===== src/rtl/ioe_pkg.sv =====
// Constants and carrier types for the I/O drive and change-flag block.
// Assumes an eight-line port and a command-byte register addressing scheme.
package ioe_pkg;
  localparam int          IOE_LINES     = 8;           // Port width
  localparam logic [7:0]  IOE_ADDR_DRV  = 8'h02;       // Output drive configuration
  localparam logic [7:0]  IOE_ADDR_FLAG = 8'h03;       // Change flags, clear on read
  localparam logic [7:0]  IOE_DRV_RST   = 8'h00;       // All outputs open-drain
  localparam logic [7:0]  IOE_FLAG_RST  = 8'h00;       // No events pending
  localparam logic [7:0]  IOE_FAN_MASK  = 8'hF0;       // Lines taken over by fan mode
  localparam int          IOE_FAN_LSB   = 4;           // First fan-controlled line

  // Register access request from the serial-bus transaction logic
  typedef struct packed {
    logic [7:0] cmd;     // Command byte (register address)
    logic       wr;      // Write strobe, one cycle
    logic       rd;      // Read strobe, one cycle
    logic [7:0] wdata;   // Write data
  } ioe_req_t;

  // Pad drive for the eight lines
  typedef struct packed {
    logic [7:0] level;   // Level driven when enabled
    logic [7:0] enable;  // High while the pad is driven
  } ioe_pad_t;
endpackage


===== src/rtl/ioe_port.sv =====
// Output drive selection, fan-mode takeover and input-change flags.
// Assumes direction, data, fan mode and fan pattern come from registers on the same clock.
`timescale 1ns/1ns
`default_nettype none
module ioe_port (
  input  wire logic             sys_clk_in,     // 20 MHz clock
  input  wire logic             reset_in,       // Synchronous, active high
  input  wire ioe_pkg::ioe_req_t req_in,        // Register access
  input  wire logic [7:0]       direction_in,   // One per line: 1 = output
  input  wire logic [7:0]       data_in,        // Output values per line
  input  wire logic             fan_mode_in,    // Fan mode enable from device_config
  input  wire logic [3:0]       fan_pattern_in, // {fan_shutdown_n, fan_speed_select_n[2:0]}
  input  wire logic [7:0]       io_line_in,     // Pad levels, asynchronous
  output ioe_pkg::ioe_pad_t     io_line_out,    // Pad level and enable
  output logic [7:0]            rd_data_out,    // Read data
  output logic                  rd_valid_out,   // Read answered by this block
  output logic [7:0]            change_flag_out,// Change flags
  output logic [7:0]            drive_type_out  // Drive configuration
);
  import ioe_pkg::*;

  logic [7:0] line_sync;     // Synchronised pad levels
  logic [7:0] line_prev;     // Previous synchronised levels
  logic [7:0] fan_lines;     // Lines under fan control
  logic [7:0] out_mask;      // Effective output lines
  logic [7:0] in_mask;       // Effective input lines
  logic [7:0] change;        // Qualified change events
  logic [7:0] drive_val;     // Value to drive per line
  logic       flag_read;     // Read of the flag register
  logic       drv_read;      // Read of the drive register
  ioe_pad_t   next_pad;      // Next pad drive
  logic [2:0] sample_ok;     // Valid bit per stage: stage1, sync, prev

  // Decode a command against one address with a strobe
  function automatic logic hit(input logic [7:0] cmd, input logic [7:0] addr, input logic strobe);
    hit = strobe && (cmd == addr);
  endfunction

  ioe_sync u_sync (
    .sys_clk_in (sys_clk_in),
    .reset_in   (reset_in),
    .async_in   (io_line_in),
    .sync_out   (line_sync)
  );

  // Line roles and events
  always_comb begin
    fan_lines = fan_mode_in ? IOE_FAN_MASK : 8'h00;
    out_mask  = direction_in | fan_lines;
    in_mask   = ~out_mask;
    // Edges count only once the sample pipeline has filled
    change    = (line_sync ^ line_prev) & in_mask & {8{sample_ok[2]}};
    drive_val = data_in;
    if (fan_mode_in) begin
      drive_val[7:IOE_FAN_LSB] = fan_pattern_in;
    end
    flag_read = hit(req_in.cmd, IOE_ADDR_FLAG, req_in.rd);
    drv_read  = hit(req_in.cmd, IOE_ADDR_DRV, req_in.rd);
  end

  // Pad drive per line
  genvar gi;
  generate
    for (gi = 0; gi < IOE_LINES; gi++) begin : g_drive
      always_comb begin
        if (!out_mask[gi]) begin
          // Input: pad released
          next_pad.level[gi]  = 1'b0;
          next_pad.enable[gi] = 1'b0;
        end else if (drive_type_out[gi] && !fan_lines[gi]) begin
          // Push-pull drives both levels
          next_pad.level[gi]  = drive_val[gi];
          next_pad.enable[gi] = 1'b1;
        end else begin
          // Open-drain pulls low only
          next_pad.level[gi]  = 1'b0;
          next_pad.enable[gi] = ~drive_val[gi];
        end
      end
    end
  endgenerate

  // Registered pad outputs
  // Registered so pad enables never glitch between edges
  always_ff @(posedge sys_clk_in) begin
    if (reset_in) begin
      io_line_out <= '0;
    end else begin
      io_line_out <= next_pad;
    end
  end

  // Previous level tracker
  // Runs always, so a direction change alone never flags
  always_ff @(posedge sys_clk_in) begin
    if (reset_in) begin
      line_prev <= 8'h00;
    end else begin
      line_prev <= line_sync;
    end
  end

  // Pipeline fill tracker; the synchroniser's reset zeros are not pad
  // levels, so no edge counts until line_prev holds a real sample
  always_ff @(posedge sys_clk_in) begin
    if (reset_in) begin
      sample_ok <= 3'h0;
    end else begin
      sample_ok <= {sample_ok[1:0], 1'h1};
    end
  end

  // Drive configuration register, writable
  always_ff @(posedge sys_clk_in) begin
    if (reset_in) begin
      drive_type_out <= IOE_DRV_RST;
    end else if (hit(req_in.cmd, IOE_ADDR_DRV, req_in.wr)) begin
      drive_type_out <= req_in.wdata;
    end
  end

  // Change flags; writes ignored, set only from input lines through in_mask
  always_ff @(posedge sys_clk_in) begin
    if (reset_in) begin
      change_flag_out <= IOE_FLAG_RST;
    end else if (flag_read) begin
      // Clear all, but keep this cycle's events
      change_flag_out <= change;
    end else begin
      change_flag_out <= change_flag_out | change;
    end
  end

  // Read data capture
  always_ff @(posedge sys_clk_in) begin
    if (reset_in) begin
      rd_data_out  <= 8'h00;
      rd_valid_out <= 1'b0;
    end else begin
      rd_valid_out <= flag_read || drv_read;
      if (flag_read) begin
        rd_data_out <= change_flag_out;
      end else if (drv_read) begin
        rd_data_out <= drive_type_out;
      end else if (req_in.rd) begin
        // Unmapped read: zero, no valid strobe
        rd_data_out <= 8'h00;
      end
    end
  end

  // Checks
  a_flags_reset: assert property (@(posedge sys_clk_in) reset_in |=> change_flag_out == 8'h00)
    else $error("flags not zero after reset");
  a_push_pull: assert property (@(posedge sys_clk_in) disable iff (reset_in)
    ##1 ($past(direction_in[0]) && $past(drive_type_out[0]) && !$past(reset_in))
    |-> (io_line_out.enable[0] && io_line_out.level[0] == $past(data_in[0])))
    else $error("push-pull drive wrong");
  a_open_drain: assert property (@(posedge sys_clk_in) disable iff (reset_in)
    ##1 ($past(direction_in[1]) && !$past(drive_type_out[1]) && !$past(reset_in))
    |-> (!io_line_out.level[1] && io_line_out.enable[1] == !$past(data_in[1])))
    else $error("open-drain drive wrong");
  a_fan_drive: assert property (@(posedge sys_clk_in) disable iff (reset_in)
    fan_mode_in |=> (io_line_out.enable[7:4] == ~$past(fan_pattern_in)))
    else $error("fan lines not driven as outputs");
  a_fan_od_only: assert property (@(posedge sys_clk_in) disable iff (reset_in)
    (fan_mode_in && drive_type_out[7:4] == 4'hF) |=> (io_line_out.level[7:4] == 4'h0))
    else $error("fan lines driven push-pull");
  a_input_only: assert property (@(posedge sys_clk_in) disable iff (reset_in)
    ##1 !$past(reset_in) |-> ((change_flag_out & ~($past(in_mask) | $past(change_flag_out))) == 8'h00))
    else $error("flag set on output line");
  a_fan_no_flag: assert property (@(posedge sys_clk_in) disable iff (reset_in)
    fan_mode_in |=> ((change_flag_out[7:4] & ~$past(change_flag_out[7:4])) == 4'h0))
    else $error("fan line set a flag");
  a_change_sets: assert property (@(posedge sys_clk_in) disable iff (reset_in)
    (change != 8'h00) |=> ((change_flag_out & $past(change)) == $past(change)))
    else $error("change not flagged");
  a_read_clears: assert property (@(posedge sys_clk_in) disable iff (reset_in)
    flag_read |=> (rd_data_out == $past(change_flag_out) && rd_valid_out && change_flag_out == $past(change)))
    else $error("flag read did not capture and clear");
  a_read_keeps: assert property (@(posedge sys_clk_in) disable iff (reset_in)
    (flag_read && change != 8'h00) |=> (change_flag_out != 8'h00))
    else $error("event lost during clearing read");
  // Drive checks
  a_input_undriven: assert property (@(posedge sys_clk_in) disable iff (reset_in)
    1'h1 |=> ((io_line_out.enable & ~($past(direction_in) | ($past(fan_mode_in) ? IOE_FAN_MASK : 8'h00))) == 8'h00))
    else $error("input line driven");
  a_fan_level_low: assert property (@(posedge sys_clk_in) disable iff (reset_in)
    fan_mode_in |=> (io_line_out.level[7:4] == 4'h0))
    else $error("fan line driven high");
  a_drive_write: assert property (@(posedge sys_clk_in) disable iff (reset_in)
    hit(req_in.cmd, IOE_ADDR_DRV, req_in.wr) |=> (drive_type_out == $past(req_in.wdata)))
    else $error("drive write did not land");
  a_drive_readback: assert property (@(posedge sys_clk_in) disable iff (reset_in)
    drv_read |=> (rd_valid_out && rd_data_out == $past(drive_type_out)))
    else $error("drive readback wrong");
  // Flag checks
  a_flag_sticky: assert property (@(posedge sys_clk_in) disable iff (reset_in)
    !flag_read |=> ((change_flag_out & $past(change_flag_out)) == $past(change_flag_out)))
    else $error("flag lost without read");
  a_flag_exact: assert property (@(posedge sys_clk_in) disable iff (reset_in)
    1'h1 |=> ((change_flag_out & ~$past(change_flag_out) & ~$past(change)) == 8'h00))
    else $error("flag set without change");
  a_flag_nowrite: assert property (@(posedge sys_clk_in) disable iff (reset_in)
    (hit(req_in.cmd, IOE_ADDR_FLAG, req_in.wr) && !flag_read) |=> (change_flag_out == ($past(change_flag_out) | $past(change))))
    else $error("flag register took a write");
endmodule
`default_nettype wire


===== src/rtl/ioe_sync.sv =====
// Two-stage synchroniser for the eight pad inputs.
// Assumes pad levels are asynchronous to sys_clk_in.
`timescale 1ns/1ns
`default_nettype none
module ioe_sync (
  input  wire logic       sys_clk_in,
  input  wire logic       reset_in,
  input  wire logic [7:0] async_in,
  output logic      [7:0] sync_out
);
  import ioe_pkg::*;

  logic [7:0] stage1;  // First stage, read only by second stage

  // Two flip-flops per line
  always_ff @(posedge sys_clk_in) begin
    if (reset_in) begin
      stage1   <= 8'h00;
      sync_out <= 8'h00;
    end else begin
      stage1   <= async_in;
      sync_out <= stage1;
    end
  end
endmodule
`default_nettype wire


===== config.mk =====
export PLATFORM = sky130hd
export DESIGN_NAME = ioe_port
export DESIGN_NICKNAME = d
export VERILOG_FILES = /design/src/rtl/ioe_pkg.sv /design/src/rtl/ioe_port.sv /design/src/rtl/ioe_sync.sv
export SDC_FILE = /design/constraint.sdc
export NUM_CORES = 1
export LEC_CHECK = 0
export ABC_CLOCK_PERIOD_IN_PS = 1200
export BUFFER_PORTS_ARGS = -buffer_cell sky130_fd_sc_hd__buf_2
export CAP_MARGIN = 25
export CORE_MARGIN = 2
export CORE_UTILIZATION = 48
export CTS_BUF_LIST = sky130_fd_sc_hd__clkbuf_16
export DETAILED_ROUTE_END_ITERATION = 16
export GPL_TIMING_DRIVEN = 0
export PLACE_DENSITY_LB_ADDON = 0.05
export SYNTH_ARGS = -nofsm -noshare
export SYNTH_HDL_FRONTEND = slang
export SYNTH_SLANG_ARGS = --single-unit

===== constraint.sdc =====
create_clock -name sys_clk_in -period 1.2 [get_ports sys_clk_in]
set_input_delay 0.06 -clock sys_clk_in [delete_from_list [all_inputs] [get_ports sys_clk_in]]
set_output_delay 0.06 -clock sys_clk_in [all_outputs]
set_load 0.02 [all_outputs]

==> flow_summary.toml <==
[die]
pin_count = 90
initial_core_util_pct = 49.6
fp.dieW_um = 73.8
rows = 25
fp.coreArea_um2 = 4720
fp.dieH_um = 73.8
die-area_um2 = 5450

[final_layout]
seqCellArea_um2 = 1360
final_util_pct = 70.3
nets = 382
area_growth_pct = 41.9
final_layout_size_suffix_gt1_share_pct = 31.8
multi_input_area_um2 = 937
final_area_um2 = 3320
nFillCells = 385
antenna_cells = 0

[timing]
drv_slew = 0
rsz0062_at_grt = "false"
fmax_mhz = 846
max_slew_margin_pct = 63.6
setup_viol = 0
fin_tns_setup_ns = 0
min_period_ns = 1.18
finalCritPeriodShare_pct = 98.5
skew_ns = 0.00482
worst_pin_slew_ns = 0.543
finalHoldViolations = 0

[setup_path]
r2r_slack_ns = 0.02
crit_path_end = "change_flag_out[5]"
r2r_cells = 3
worstSetupPathType = "reg2reg"
crit_required_ns = 1.47
cp-start-kind = "register"
crit_arrival_ns = 1.45
critPathLaunch = "sample_ok[2]"
r2r-start = "sample_ok[2]"
endpoint_kind = "register"
critical_path_peak_fanout = 4
r2r-end = "change_flag_out[5]"

[logic_synthesis]
synth_most_common_cell = "dfxtp_1"
synth_edf_count = 0
ys_ff_latch = 68
netlist.area_leader.share_pct = 58.2
seq_area_frac_synth_pct = 58.2
synth_top_cells_by_count = "dfxtp_1 (68), nor2b_1 (26), nand2_1 (24), mux2i_1 (16), nand2b_1 (13)"
synth_ff_type = "dfxtp_1"
yosys.area.top_type = "dfxtp_1"
ys_async_sr_fraction_pct = 0
synth_cells = 217
yosys_warnings = 0
syn_area_um2 = 2340
syn_nets = 266
synthTopCellsByArea = "dfxtp_1 (58%), nor2b_1 (6.9%), mux2i_1 (6.8%), nand2_1 (3.8%), nand2b_1 (3.5%)"
avgSynthCellArea_um2 = 10.8
synth_cell_types = 25

[global_route]
antenna_found_initial = 0
grt.overflow.total = 0
grt_pass1_wl_um = 7870
grt_max_degree = 11
grt_pass1_vias = 1724
grtUsageTotal_pct = 19.7

[detailed_routing]
dr.pass1.iters = 4
ant_nets = 0
via_per_inst = 4.75
drt_iter0_drc = 60
wirelength_um = 5150
vias = 1914
routedWlPerCell_um = 12.8
drc_errors = 0

[run_status]
status = "finished clean"

[clocking]
cts_tree = "done"
clock_sinks = 68
cts_made_buffers = 9
clk_pin_slew_ns = 0.05
clk_latency_ns = 0.32
clockBufferDepth = 2
cts-root-buf = "clkbuf_16"
htree_levels = 3

[placement]
routabilityCongestion = 0.766
placed_area_um2 = 2860
dp.final_hpwl_um = 3520
io_buffers = 87

[worst_hold_path]
hold_class = "in2reg"

[pwr]
irDropWorstVdd_mv = 1.29
total_power_mw = 5.05
cellPowerDensity_nw_per_um2 = 1520
leakage_nw = 1.58

[job]
maxCapViolations = 0
## per-layer routing
layer | share of wire (%) | global-route usage, % | up-vias
met3 | 5.8 | 6.04 | 9
met4 | 1.7 | 10.5 | 0
met5 | 0 | 0 | -
met1 | 47 | 24.8 | 871
met2 | 45 | 30.2 | 72
li1 | - | - | 962
## worst min path at each step
stage | startpoint | endpoint | slack (ns) | cells past startpoint
floorplan | io_line_in[0] | u_sync.stage1[0] | 0.19 | 1
detailed placement | io_line_in[1] | u_sync.stage1[1] | 0.27 | 2
finish | fan_pattern_in[1] | io_line_out[5] | 0.004 | 3
global placement | io_line_in[0] | u_sync.stage1[0] | 0.27 | 2
CTS | fan_pattern_in[1] | io_line_out[5] | 0.002 | 3
global route | direction_in[1] | io_line_out[1] | 0.009 | 2
## per-stage QoR
| step | setup slack, ns | hold slack [ns] | cells |
|---|---|---|---|
| after floorplan | 0.194 | 0.188 | 217 |
| after global placement | -0.00713 | 0.268 | 371 |
| after detailed placement | -0.0322 | 0.272 | 371 |
| after CTS | 0.0153 | 0.00162 | 403 |
| after global routing | 0.00619 | 0.00926 | 403 |
| final | 0.0176 | 0.00418 | 403 |
## worst max-delay path: stages, from the launching register on
cell	delay [ns]
dfxtp_1	0.32
or3b_1	0.44
nor3_1	0.26
a21o_1	0.11
## cell type report
type	instances	area share, %
plain buffers	8	1.36
clock buffers	9	6.78
clock inverters	5	1.39
inverters	2	0.226
multi-input cells	139	28.2
flip-flops and latches	68	41.0
well taps	67	2.52
repair buffers	105	18.5
## state kept, by name, summed over array words and instances (netlist names)
name             count
change_flag_out      8
drive_type_out       8
io_line_out         16
line_prev            8
rd_data_out          8
rd_valid_out         1
sample_ok            3
u_sync.stage1        8
u_sync.sync_out      8
## cell families (layout without fill, tap and decap cells)
family                    count (synthesis)  in the layout  share of synthesized area (%)
DFF                                      68             68                           58.2
muxes                                    16             16                           6.84
and+or+nand+nor                          94             94                           23.9
xor gates and xnor gates                  8              8                           2.99
AOI/OAI and AO/OA                        21             21                           5.83
buffers and inverters                    10            129                           2.24
## timing repair
| action | 4_1_cts | 5_1_grt |
|---|---|---|
| gates resized for setup | 0 | 2 |
| buffers inserted | 0 | 0 |
| hold endpoints to repair | 18 | 0 |
| endpoints found under the setup margin | 0 | 1 |
| hold buffers | 18 | 0 |
## placed cells by master (no fill, tap or decap), types with 7 or more instances in the layout
cell type      Yosys  layout
o21ai_0            8       8
clkbuf_16          0       9
nand2b_1          13      13
xnor2_1            8       8
a21o_1             8       8
nand2_1           24      24
nor3_1             9       7
buf_2              3      90
mux2i_1           16      16
dfxtp_1           68      68
nor2b_1           26      26
and4_1             8       8
dlygate4sd3_1      0      18
## power by group
part / switching, mW / total [mW] / internal [mW] / leakage (nW)
Sequential: 0.0183 / 2.33 / 2.31 / 0.554
Combinational: 0.155 / 0.326 / 0.171 / 0.893
Clock: 0.837 / 2.39 / 1.55 / 0.137
Power figures use the tool's default switching activity.
